**src/jts_pkg.sv**
```systemverilog
/*
 * Shared constants, types and the interface-mode table of the JESD204C
 * transmit transport, scrambler and framing block.
 * Assumes one device clock for all logic and synchronous inputs.
 */
`default_nettype none

package jts_pkg;

	localparam int          JTS_LANES       = 16;
	localparam int          JTS_LANE_CNT_W  = 5;
	localparam int          JTS_EMB_DEFAULT = 1;
	localparam int          JTS_MODE_W      = 4;

	localparam logic [7:0]  JTS_K_COMMA     = 8'hbc;
	localparam logic [7:0]  JTS_K_R         = 8'h1c;
	localparam logic [7:0]  JTS_K_A         = 8'h7c;
	localparam logic [7:0]  JTS_K_F         = 8'hfc;

	localparam logic [1:0]  JTS_ILAS_LAST   = 2'h3;
	localparam logic [2:0]  JTS_BLK_LAST    = 3'h7;
	localparam logic [4:0]  JTS_MB_LAST     = 5'h1f;
	localparam logic [1:0]  JTS_SH_DATA     = 2'h1;
	localparam logic [1:0]  JTS_SH_NONE     = 2'h0;

	localparam int          JTS_SCR8_TAP_A  = 14;
	localparam int          JTS_SCR8_TAP_B  = 15;
	localparam int          JTS_SCR64_TAP_A = 39;
	localparam int          JTS_SCR64_TAP_B = 58;
	localparam logic [57:0] JTS_SCR_SEED    = 58'h0;

	typedef enum logic [2:0] {
		JTS_DEC_BYPASS,
		JTS_DEC_4,
		JTS_DEC_8,
		JTS_DEC_16,
		JTS_DEC_32
	} jts_decim_e;

	typedef struct packed {
		logic                      enc64;
		logic [JTS_LANE_CNT_W-1:0] lanes;
		logic [7:0]                f;
		logic [8:0]                k;
		jts_decim_e                decim;
	} jts_mode_s;

	// one selector fixes encoding, lane count, F, K and decimation together
	function automatic jts_mode_s jts_mode_lookup(
		input logic [JTS_MODE_W-1:0] sel
	);
		jts_mode_s m;
		m = '{1'b0, 5'h08, 8'h04, 9'h020, JTS_DEC_BYPASS};
		case (sel)
			4'h1: m = '{1'b0, 5'h10, 8'h02, 9'h040, JTS_DEC_BYPASS};
			4'h2: m = '{1'b0, 5'h04, 8'h08, 9'h010, JTS_DEC_4};
			4'h3: m = '{1'b0, 5'h02, 8'h08, 9'h010, JTS_DEC_8};
			4'h4: m = '{1'b1, 5'h08, 8'h08, 9'h004, JTS_DEC_BYPASS};
			4'h5: m = '{1'b1, 5'h10, 8'h04, 9'h008, JTS_DEC_BYPASS};
			4'h6: m = '{1'b1, 5'h02, 8'h08, 9'h004, JTS_DEC_16};
			4'h7: m = '{1'b1, 5'h01, 8'h08, 9'h004, JTS_DEC_32};
			default: m = m;
		endcase
		return m;
	endfunction : jts_mode_lookup

endpackage : jts_pkg

`default_nettype wire

```
**src/jts_tx.sv**
```systemverilog
/*
 * Transmit transport, scrambling and framing of a JESD204C lane group:
 * octet mapping, CGS/ILAS/data sequencing, multiframe and multiblock
 * counters, sync headers. Assumes an outside serializer and 8B/10B or
 * 64B/66B line coder take the octets, k flags and headers.
 */
`default_nettype none

// Overview of operation
// - lanes carry 8B/10B or 64B/66B per mode
// - up to sixteen lanes carry the data
// - 64B/66B sync uses headers, not request line
// - one device clock drives all logic
// - SYSREF resets multiframe and multiblock counters
// - FEC optional in 64B/66B modes
// - no 64B/80B, command channel or CRC3
// - subclass 1, usable by subclass 0 receivers
// - lanes of one link share alignment
// - sync pin handshake used in 8B/10B
// - samples from converter or down-converter
// - octets framed by F over L lanes
// - one mode setting fixes all framing parameters
// - mode selects bypass or decimate 4..32
// - multiframes, or blocks and multiblocks
// - scrambling optional 8B/10B, forced 64B/66B
// - scramble octets or blocks before encoding
// - lane alignment sequence never scrambled
// - scramble enable bit, different polynomials
// - boundaries, initialisation, encoding and monitoring
// - two-bit header prefixes each 64-bit block
module jts_tx
	import jts_pkg::*;
#(
	parameter int LANES   = jts_pkg::JTS_LANES,
	parameter int EMB_LEN = jts_pkg::JTS_EMB_DEFAULT
) (
	input  wire logic                              sys_clk_in,
	input  wire logic                              rst_n_in,
	input  wire logic [jts_pkg::JTS_MODE_W-1:0]    interface_mode_select_in,
	input  wire logic                              scramble_enable_in,
	input  wire logic                              fec_enable_in,
	input  wire logic                              sysref_in,
	input  wire logic                              sync_n_in,
	input  wire logic [LANES*8-1:0]                adc_octets_in,
	input  wire logic [LANES*8-1:0]                ddc_octets_in,
	output logic      [LANES*8-1:0]                lane_octet_out,
	output logic      [LANES-1:0]                  lane_k_out,
	output logic      [1:0]                        lane_sh_out,
	output logic                                   block_start_out,
	output logic                                   lmfc_edge_out,
	output logic                                   enc64_out,
	output logic                                   fec_active_out,
	output jts_pkg::jts_decim_e                    decim_out,
	output logic      [jts_pkg::JTS_LANE_CNT_W-1:0] lanes_out,
	output logic                                   data_valid_out
);

	typedef enum logic [1:0] {
		LINK_IDLE,
		LINK_CGS,
		LINK_ILAS,
		LINK_DATA
	} jts_link_e;

	typedef struct packed {
		jts_link_e                 st;
		logic                      sref_s1;
		logic                      sref_s2;
		logic                      sref_s3;
		logic                      sync_prev;
		logic                      ilas_pend;
		logic [1:0]                ilas_mf;
		logic [7:0]                oct;
		logic [8:0]                frame;
		logic [2:0]                blk_oct;
		logic [4:0]                blk;
		logic [7:0]                emb;
		logic [LANES*8-1:0]        lane_oct;
		logic [LANES-1:0]          lane_k;
		logic [1:0]                sh;
		logic                      blk_start;
		logic                      lmfc_edge;
		logic                      enc64;
		logic                      fec;
		jts_decim_e                decim;
		logic [JTS_LANE_CNT_W-1:0] lanes;
		logic                      data_valid;
	} jts_tx_s;

	jts_tx_s            cur;
	jts_tx_s            next_cur;
	jts_mode_s          md;
	logic               sref_edge;
	logic               frame_last;
	logic               mf_last;
	logic               blk_last;
	logic               mb_last;
	logic               emb_last;
	logic               ext_last;
	logic               scr_on;
	logic [LANES*8-1:0] lane_oct_w;
	logic [LANES-1:0]   lane_k_w;

	assign md = jts_mode_lookup(interface_mode_select_in);
	// only the second and third stages feed the edge detector
	assign sref_edge  = cur.sref_s2 & ~cur.sref_s3;
	assign frame_last = cur.oct >= md.f - 8'h1;
	assign mf_last    = frame_last && (cur.frame >= md.k - 9'h1);
	assign blk_last   = cur.blk_oct == JTS_BLK_LAST;
	assign mb_last    = blk_last && (cur.blk == JTS_MB_LAST);
	assign emb_last   = mb_last && (cur.emb == 8'(EMB_LEN - 1));
	assign ext_last   = md.enc64 ? emb_last : mf_last;
	assign scr_on     = md.enc64 | scramble_enable_in;

	// every lane sees the same counters, so lanes stay mutually aligned
	for (genvar l = 0; l < LANES; l++) begin : g_lane
		logic [7:0] raw;
		logic [7:0] scr_o;
		logic [7:0] oct_v;
		logic       k_v;

		assign raw = (md.decim == JTS_DEC_BYPASS) ? adc_octets_in[l*8 +: 8]
			: ddc_octets_in[l*8 +: 8];

		jts_scrambler u_scr (
			.sys_clk_in (sys_clk_in),
			.rst_n_in   (rst_n_in),
			.data_in    (raw),
			.active_in  (scr_on && cur.st == LINK_DATA),
			.enc64_in   (md.enc64),
			.data_out   (scr_o)
		);

		always_comb begin
			oct_v = 8'h0;
			k_v = 1'b0;
			if (JTS_LANE_CNT_W'(l) < md.lanes) begin
				unique case (cur.st)
					LINK_IDLE: begin
						oct_v = 8'h0;
					end
					LINK_CGS: begin
						oct_v = JTS_K_COMMA;
						k_v = 1'b1;
					end
					LINK_ILAS: begin
						if (cur.oct == 8'h0 && cur.frame == 9'h0) begin
							oct_v = JTS_K_R;
							k_v = 1'b1;
						end else if (mf_last) begin
							oct_v = JTS_K_A;
							k_v = 1'b1;
						end else begin
							oct_v = cur.oct;
						end
					end
					LINK_DATA: begin
						oct_v = scr_o;
						// scrambled alignment monitoring characters
						if (!md.enc64 && scramble_enable_in && frame_last) begin
							k_v = (scr_o == JTS_K_F) || (mf_last && scr_o == JTS_K_A);
						end
					end
				endcase
			end
		end

		assign lane_oct_w[l*8 +: 8] = oct_v;
		assign lane_k_w[l] = k_v;
	end

	always_comb begin
		next_cur = cur;
		next_cur.sref_s1 = sysref_in;
		next_cur.sref_s2 = cur.sref_s1;
		next_cur.sref_s3 = cur.sref_s2;
		next_cur.sync_prev = sync_n_in;

		if (sref_edge) begin
			next_cur.oct = 8'h0;
			next_cur.frame = 9'h0;
			next_cur.blk_oct = 3'h0;
			next_cur.blk = 5'h0;
			next_cur.emb = 8'h0;
		end else begin
			next_cur.oct = frame_last ? 8'h0 : cur.oct + 8'h1;
			if (frame_last) begin
				next_cur.frame = mf_last ? 9'h0 : cur.frame + 9'h1;
			end
			next_cur.blk_oct = cur.blk_oct + 3'h1;
			if (blk_last) begin
				next_cur.blk = cur.blk + 5'h1;
			end
			if (mb_last) begin
				next_cur.emb = emb_last ? 8'h0 : cur.emb + 8'h1;
			end
		end

		unique case (cur.st)
			LINK_IDLE: begin
				if (md.enc64) begin
					next_cur.st = LINK_DATA;
				end else if (!sync_n_in) begin
					next_cur.st = LINK_CGS;
				end
			end
			LINK_CGS: begin
				if (md.enc64) begin
					next_cur.st = LINK_DATA;
				end else begin
					if (sync_n_in && !cur.sync_prev) begin
						next_cur.ilas_pend = 1'b1;
					end
					// alignment sequence starts on the next multiframe edge
					if (cur.ilas_pend && sync_n_in && ext_last) begin
						next_cur.st = LINK_ILAS;
						next_cur.ilas_mf = 2'h0;
						next_cur.ilas_pend = 1'b0;
					end
				end
			end
			LINK_ILAS: begin
				if (md.enc64) begin
					next_cur.st = LINK_DATA;
				end else if (!sync_n_in) begin
					next_cur.st = LINK_CGS;
				end else if (mf_last) begin
					next_cur.ilas_mf = cur.ilas_mf + 2'h1;
					if (cur.ilas_mf == JTS_ILAS_LAST) begin
						next_cur.st = LINK_DATA;
					end
				end
			end
			LINK_DATA: begin
				if (!md.enc64 && cur.enc64) begin
					next_cur.st = LINK_IDLE;
				end else if (!md.enc64 && !sync_n_in) begin
					next_cur.st = LINK_CGS;
				end
			end
		endcase
		if (cur.st != LINK_CGS) begin
			next_cur.ilas_pend = 1'b0;
		end

		next_cur.lane_oct = lane_oct_w;
		next_cur.lane_k = lane_k_w;
		// fixed data header: no command channel and no CRC3 use of it
		next_cur.blk_start = md.enc64 && cur.st == LINK_DATA
			&& cur.blk_oct == 3'h0;
		next_cur.sh = next_cur.blk_start ? JTS_SH_DATA : JTS_SH_NONE;
		next_cur.lmfc_edge = sref_edge | ext_last;
		next_cur.enc64 = md.enc64;
		next_cur.fec = md.enc64 & fec_enable_in;
		next_cur.decim = md.decim;
		next_cur.lanes = md.lanes;
		next_cur.data_valid = cur.st == LINK_DATA;
	end

	always_ff @(posedge sys_clk_in) begin
		if (!rst_n_in) begin
			cur <= '0;
		end else begin
			cur <= next_cur;
		end
	end

	assign lane_octet_out  = cur.lane_oct;
	assign lane_k_out      = cur.lane_k;
	assign lane_sh_out     = cur.sh;
	assign block_start_out = cur.blk_start;
	assign lmfc_edge_out   = cur.lmfc_edge;
	assign enc64_out       = cur.enc64;
	assign fec_active_out  = cur.fec;
	assign decim_out       = cur.decim;
	assign lanes_out       = cur.lanes;
	assign data_valid_out  = cur.data_valid;
endmodule : jts_tx

`default_nettype wire

```
**src/jts_scrambler.sv**
```systemverilog
/*
 * One lane of the self-synchronous scrambler, eight bits per clock.
 * Assumes the caller holds active low while octets must pass unchanged.
 */
`default_nettype none

module jts_scrambler
	import jts_pkg::*;
(
	input  wire logic       sys_clk_in,
	input  wire logic       rst_n_in,
	input  wire logic [7:0] data_in,
	input  wire logic       active_in,
	input  wire logic       enc64_in,
	output logic      [7:0] data_out
);

	typedef struct packed {
		logic [JTS_SCR64_TAP_B-1:0] hist;
	} jts_scr_s;

	jts_scr_s                   cur;
	jts_scr_s                   next_cur;
	logic [JTS_SCR64_TAP_B-1:0] h;
	logic [7:0]                 scramble_enable;

	// msb first; history holds scrambled bits so the far end self-syncs
	always_comb begin
		next_cur = cur;
		h = cur.hist;
		scramble_enable = 8'h0;
		for (int i = 7; i >= 0; i--) begin
			if (enc64_in) begin
				scramble_enable[i] = data_in[i] ^ h[JTS_SCR64_TAP_A-1] ^ h[JTS_SCR64_TAP_B-1];
			end else begin
				scramble_enable[i] = data_in[i] ^ h[JTS_SCR8_TAP_A-1] ^ h[JTS_SCR8_TAP_B-1];
			end
			h = {h[JTS_SCR64_TAP_B-2:0], scramble_enable[i]};
		end
		if (active_in) begin
			next_cur.hist = h;
		end
		data_out = active_in ? scramble_enable : data_in;
	end

	always_ff @(posedge sys_clk_in) begin
		if (!rst_n_in) begin
			cur.hist <= JTS_SCR_SEED;
		end else begin
			cur <= next_cur;
		end
	end

endmodule : jts_scrambler

`default_nettype wire

```
**config.mk**
```make
export PLATFORM = sky130hd
export DESIGN_NAME = jts_tx
export DESIGN_NICKNAME = d
export VERILOG_FILES = /design/src/jts_pkg.sv /design/src/jts_tx.sv /design/src/jts_scrambler.sv
export SDC_FILE = /design/constraint.sdc
export NUM_CORES = 2
export LEC_CHECK = 0
export ABC_AREA = 1
export BUFFER_PORTS_ARGS = -buffer_cell sky130_fd_sc_hd__buf_2
export CORE_UTILIZATION = 30
export DETAILED_ROUTE_END_ITERATION = 12
export SYNTH_ARGS = -nofsm -noshare
export SYNTH_HDL_FRONTEND = slang
export SYNTH_SLANG_ARGS = --single-unit
```
**constraint.sdc**
```tcl
create_clock -name sys_clk_in -period 6.8 [get_ports sys_clk_in]
set_input_delay 1.36 -clock sys_clk_in [delete_from_list [all_inputs] [get_ports sys_clk_in]]
set_output_delay 1.36 -clock sys_clk_in [all_outputs]
set_load 0.05 [all_outputs]
```
## Word level (Yosys, flattened, before mapping)

Cells that the tools add are included.

| operators by class | value |
|---|---|
| reduce and logical (&&, ||, !) cells | 79 |
| bitwise logic cells | 519 |
| multiply operators | 0 |
| divide/modulo/power cells | 0 |
| eq/ne operators | 56 |
| add/subtract/negate cells | 8 |
| $lt $le $gt $ge | 18 |
| shift operators | 0 |
| multiplexer cells | 235 |

Operators by type and width:

| kind | number |
|---|---|
| case mux 8 bit (4 select lines) | 16 |
| XOR 1 bit | 512 |
| two-way mux 8 bit | 35 |
| case mux 26 bit (7 select lines) | 1 |
| two-way mux 1 bit | 149 |
| == test 8 x 7 -> 1 bit, second input constant | 16 |
| == test 8 bit, second input constant | 16 |
| case mux 1 bit (3 select lines) | 16 |
| less-than comparator 4 x 5 -> 1 bit, first input constant | 8 |
| AND reduction 2 bit | 16 |
| logical AND 1 bit | 30 |
| two-way mux 2 bit | 14 |
| less-than comparator 3 x 5 -> 1 bit, first input constant | 4 |
| adder 8 x 1 -> 8 bit, second input constant | 2 |
| == test 4 x 3 -> 1 bit, second input constant | 4 |
| logical NOT 8 bit | 2 |
| logical OR 1 bit | 16 |
| less-than comparator 1 x 5 -> 1 bit, first input constant | 2 |
| less-than comparator 2 x 5 -> 1 bit, first input constant | 2 |
| inequality test 2 bit, second input constant | 5 |
| adder 9 x 1 -> 9 bit, second input constant | 1 |
| >= comparator 9 bit | 1 |
| logical NOT 9 bit | 1 |
| two-way mux 9 bit | 1 |
| other kinds (31) | 45 |

| word-level totals | value |
|---|---|
| memory bits (read-only) | 0 |
| bits in latches | 0 |
| bits in writable memories | 0 |
| memories kept | 0 |
| logic and storage cells | 983 |
| output and inout port bits | 159 |
| register bits after elaboration | 1,129 |

## Depth between registers and ports, before layout

| logic depth | value |
|---|---|
| word-level depth | 13 |
| gate-level depth with buffers | 25 |

## Modules after synthesis

A second synthesis with hierarchy kept.

| unflattened totals | value |
|---|---|
| cells, all modules | 7,681 |
| area, all modules | 52,435.3 sq um |

Modules (own cells, without submodules):

| module | area each (sq um) | seq. area each (sq um) | times used | cells each |
|---|---|---|---|---|
| jts_scrambler | 2,591.2 | 1,161.1 | 16 | 375 |
| jts_tx | 10,975.5 | 3,943.8 | 1 | 1,681 |

## Worst setup path before layout

No wires, ideal clock.

| path | value |
|---|---|
| path kind | in2reg |
| from | input port interface_mode_select_in[1] (netlist bit) |
| to | register cur (netlist bit lane_octet_out[34]) |
| path slack | 2,215 ps |
| stages on the path | 24 |
| buffers on the path | 5 |
| data arrival time | 4,475 ps |
| cell sequence | buf_4 -> nand2_2 -> buf_4 -> buf_2 -> buf_4 -> nand2_1 -> o22ai_1 -> inv_1 -> ha_1 -> ha_1 -> ha_1 -> a21oi_1 -> o21ai_0 -> nand2_1 -> nand2_1 -> nand2_1 -> nand2_1 -> nand2_1 -> nand2_1 -> a21oi_1 -> buf_2 -> nand2_1 -> nand2_1 -> inv_1 |

| on the way | value |
|---|---|
| word-level cells in the longest chain between the ends | 9 |

RTL lines:

| element | line | RTL |
|---|---|---|
| start, declared | jts_tx.sv:39 | `input wire logic [jts_pkg::JTS_MODE_W-1:0] interface_mode_select_in,` |
| == test 4 x 3 -> 1 bit (tied with other cells) | jts_pkg.sv:54 | `case (sel)` |
| case mux 26 bit (7 select lines) * | jts_pkg.sv:54 |  |
| branches (longest 7 deep; another with subtractor 9 x 1 -> 9 bit) | n/a |  |
| end signal, assigned | jts_tx.sv:264 | `cur <= next_cur;` |
| end, declared | jts_tx.sv:90 | `jts_tx_s cur;` |

Mark *: on every way between the ends.
A chain may end at the register's enable or synchronous reset.

## Final worst setup path

| path | value |
|---|---|
| from | input port interface_mode_select_in[3] (netlist bit) |
| to | register cur (netlist bit lane_octet_out[31]) |

The elaborated chain is that of the path after synthesis.

==> run summary <==
===================================================================================
Result of the run                                                         completed
Avg Cell Area, Syn                                                       7.17 sq um
Drt initial violations                                                        3,908
Post-synthesis cell area                                               0.0507 sq mm
Worst path bufs/invs                                                              6
Pre-antenna DRT Iters                                                             5
Worst Max-Slew Pin Slew                                                     1.14 ns
Most frequently used cell type in the post-synthesis netlist           sky130_fd_sc_hd__nand2_1
Synth unique cells                                                               38
Clock tree from TritonCTS                                                      done
Total global-route track usage                                                19.8%
Total length of routed met2 wires                                         76,300 um
Final routed wirelength across all metal layers                          173,000 um
Number of global-route vias before repair                                    42,500
Detail-routed via count per cell                                               4.90
Area of all sequential standard cells                                  0.0225 sq mm
Overall Power                                                             17,400 uW
Fill count                                                                   17,800
Number of cells on the worst reg-to-reg path                                     13
Maximum clock frequency                                                     180 MHz
Routed via count                                                             46,100
Cts repair resizes                                                                0
Clock buffers created by TritonCTS                                              130
Count of placed standard cells in the final layout, fillers left out          9,409
TNS Setup                                                                      0 ns
Setup Buffers After CTS                                                           0
Cell type with the highest aggregate area in the netlist               sky130_fd_sc_hd__dfxtp_1
Placer congestion estimate                                                    0.865
Final count of pins violating max slew                                            0
Yosys reg bits                                                                1,125
Number of standard cells after synthesis                                      7,067
Setup clock skew after layout                                             0.0276 ns
Number of endpoints failing setup at the final stage                              0
Initial antenna violation count                                                  20
Proportion of layout cells with a drive suffix above 1                        10.1%
Critical setup path kind                                               primary input to register
Total of buffers placed on input and output ports                               423
Clock latency at the later pin of the worst-skew pair                       0.76 ns
Worst hold path class                                                  register to register
Overall overflow remaining after global route                                     0
Share of synthesized area occupied by flip-flops and latches                  44.4%
Worst-path clk slew                                                         0.05 ns
IO Count                                                                        425
CTS H-tree lvls                                                                   4
Highest ir drop seen on vdd                                                0.239 mV
Post-synthesis async set-or-reset flop share                                     0%
Detailed-routing wirelength on met1                                       79,200 um
Static leakage                                                            0.0246 uW
Time the worst path needs with I/O delays and setup                         5.55 ns
Crit-path max FO                                                                 30
Placed insts                                                                  9,181
Final ANT Viol Nets                                                               0
CP Depth                                                                         21
Hold Fails Final Rpt                                                              0
Top cells by count, synth                                              sky130_fd_sc_hd__nand2_1, sky130_fd_sc_hd__dfxtp_1, sky130_fd_sc_hd__inv_1, sky130_fd_sc_hd__a21oi_1, sky130_fd_sc_hd__o21ai_0
Kind of cell adding the most delay to the critical path                simple AND/OR/NAND/NOR gates
Max-cap violations                                                                0
HPWL Detailed                                                            119,000 um
Area added between synthesis and finish                                       13.8%
Relative slew margins                                                         23.5%
Final cycle utilization of the critical path                                  81.7%
Count of flip-flops with a built-in enable after synthesis                        0
Cell count of the worst hold path                                                 2
DIE WIDTH                                                                    413 um
Routed met3 length                                                        10,900 um
Syn. warnings                                                                     0
Slowest stage cell, crit path                                          sky130_fd_sc_hd__nand2_1
Type of destination of the critical path                                   register
Critical Path Source Type                                              primary input
Die area                                                                0.171 sq mm
Pin count of the biggest net entering global routing                            172
Total core area                                                         0.167 sq mm
RSZ-0062 raised after global routing                                          false
Fraction of post-synthesis cell area in the top cell type by area             44.4%
Worst stage delay on the critical path                                      0.85 ns
Std-Cell Rows                                                                   150
Initial standard-cell utilization of the core                                 30.3%
Drt wl/cell                                                                 18.4 um
Buffer levels on the longest clock path                                           3
Remaining DRCs                                                                    0
CTS root buffer                                                        sky130_fd_sc_hd__clkbuf_16
Cell-by-cell listing of the critical path                              buf_2 -> inv_2 -> nand2_4 -> nand2_1 -> o22ai_1 -> inv_1 -> ha_1 -> ha_1 -> ha_1 -> a21oi_1 -> o21ai_0 -> nand2_1 -> nand2_1 -> nand2_2 -> buf_4 -> inv_1 -> nor2_1 -> nand2_1 -> nand2_1 -> o21ai_0 -> inv_1
CTS Sinks                                                                     1,125
Leading post-synthesis cells by cell area                              sky130_fd_sc_hd__dfxtp_1, sky130_fd_sc_hd__nand2_1, sky130_fd_sc_hd__a21oi_1, sky130_fd_sc_hd__inv_1, sky130_fd_sc_hd__o21ai_0
Height of the chip                                                           413 um
Global-route wire length before repair                                   259,000 um
Top FF cell, synth                                                     sky130_fd_sc_hd__dfxtp_1
Multi-input logic area                                                 0.0221 sq mm
Highest Signal Layer                                                           met5
Crit-path most repeated cell                                           sky130_fd_sc_hd__nand2_1
Hold-fix buffers at CTS                                                           0
Arrival @ worst endpoint                                                    6.25 ns
Power density over the cells                                            302 mW/mm^2
Worst path required time                                                    7.50 ns
Net count, final                                                              7,403
===================================================================================
-- cell type report --
class                           count  share of cell area, %
Tap cell                         2204                   4.78
Clock inverter                     38                  0.792
Sequential cell                  1125                   39.1
Multi-Input combinational cell   4495                   38.3
Timing Repair Buffer              492                   4.91
Inverter                          865                   5.66
Antenna cell                        4                 0.0174
Clock buffer                      186                   6.48
-- through the flow --
stage	util [%]	area (sq um)	hold slack (ns)	worst slack [ns]
floorplan	-	50700	0.390	2.22
global placement	31.9	53400	0.400	0.694
detailed placement	31.9	53400	0.404	0.606
CTS	34.4	57600	0.423	1.42
global route	34.4	57600	0.460	0.972
finish	34.4	57600	0.423	1.25
-- flip-flops by register name (all words and copies together) (netlist names) --
| name | flops |
|---|---|
| g_lane.u_scr.cur | 928 |
| lane_octet_out | 128 |
| cur | 42 |
| lane_k_out | 16 |
| lanes_out | 4 |
| decim_out | 2 |
| block_start_out | 1 |
| data_valid_out | 1 |
| enc64_out | 1 |
| fec_active_out | 1 |
| lmfc_edge_out | 1 |
-- logic make-up after synthesis --
family	synth area share, %
other	0.0148
AO/OA/AOI/OAI	18.6
adder cells (fa/ha/maj)	0.691
buffers and inverters	12.3
flip-flops	44.4
XOR/XNOR	3.18
AND/OR/NAND/NOR	20.8
-- power by group --
| part | switching (uW) | leakage, uW | internal, uW |
|---|---|---|---|
| clock | 2890 | 0.00206 | 4060 |
| sequential | 352 | 0.00913 | 7140 |
| combinational | 2090 | 0.0134 | 904 |
-- routing by layer --
layer | track usage, % | vias to the layer above
met5 | 0 | -
met4 | 7.56 | 6
met3 | 3.11 | 257
met2 | 30.7 | 1341
met1 | 27.4 | 21700
li1 | - | 22800
-- worst reg2reg max path: cells and delay by family, from the launching register on --
kind	cells	cell delay (ns)
AO/OA/AOI/OAI	1	0.15
buffers and inverters	3	1.75
flip-flops	1	0.46
AND/OR/NAND/NOR	9	1.85
-- cells in the final DEF, fill, tap and decap left out, types with 4 or more instances in the layout --
master / count
sky130_fd_sc_hd__nor2_4: 4
sky130_fd_sc_hd__buf_12: 15
sky130_fd_sc_hd__buf_4: 54
sky130_fd_sc_hd__ha_1: 28
sky130_fd_sc_hd__nand4_1: 16
sky130_fd_sc_hd__clkinv_8: 4
sky130_fd_sc_hd__nand2_1: 1527
sky130_fd_sc_hd__nor2_1: 458
sky130_fd_sc_hd__or2_2: 15
sky130_fd_sc_hd__inv_2: 4
sky130_fd_sc_hd__nor3b_1: 5
sky130_fd_sc_hd__buf_2: 422
sky130_fd_sc_hd__xor2_1: 58
sky130_fd_sc_hd__nand2b_1: 18
sky130_fd_sc_hd__diode_2: 4
sky130_fd_sc_hd__nand2_2: 5
sky130_fd_sc_hd__o21ai_1: 26
sky130_fd_sc_hd__conb_1: 6
sky130_fd_sc_hd__dfxtp_1: 1125
sky130_fd_sc_hd__inv_6: 5
sky130_fd_sc_hd__inv_1: 851
sky130_fd_sc_hd__o21ai_0: 586
sky130_fd_sc_hd__clkinv_2: 17
sky130_fd_sc_hd__clkbuf_16: 132
sky130_fd_sc_hd__a21oi_1: 703
sky130_fd_sc_hd__clkbuf_8: 23
sky130_fd_sc_hd__a211oi_1: 343
sky130_fd_sc_hd__nor3_1: 22
sky130_fd_sc_hd__clkinv_1: 7
sky130_fd_sc_hd__bufinv_16: 6
sky130_fd_sc_hd__nand3b_1: 5
sky130_fd_sc_hd__nand3_1: 496
sky130_fd_sc_hd__a31oi_1: 5
sky130_fd_sc_hd__xnor2_1: 126
sky130_fd_sc_hd__clkbuf_1: 31
sky130_fd_sc_hd__o211ai_1: 22
-- worst paths after layout --
check / start / endpoint / slack, ns
hold reg to reg: cur[198]$_SDFF_PN0_ / cur[197]$_SDFF_PN0_ / 0.42
hold / removal: cur[198]$_SDFF_PN0_ / cur[197]$_SDFF_PN0_ / 0.42
setup reg to reg: cur[200]$_SDFFE_PN0P_ / lane_k_out[9]$_SDFF_PN0_ / 2.51
setup / recovery: interface_mode_select_in[3] / lane_octet_out[31]$_SDFF_PN0_ / 1.25
No activity file was read; power rests on OpenSTA's default activity.
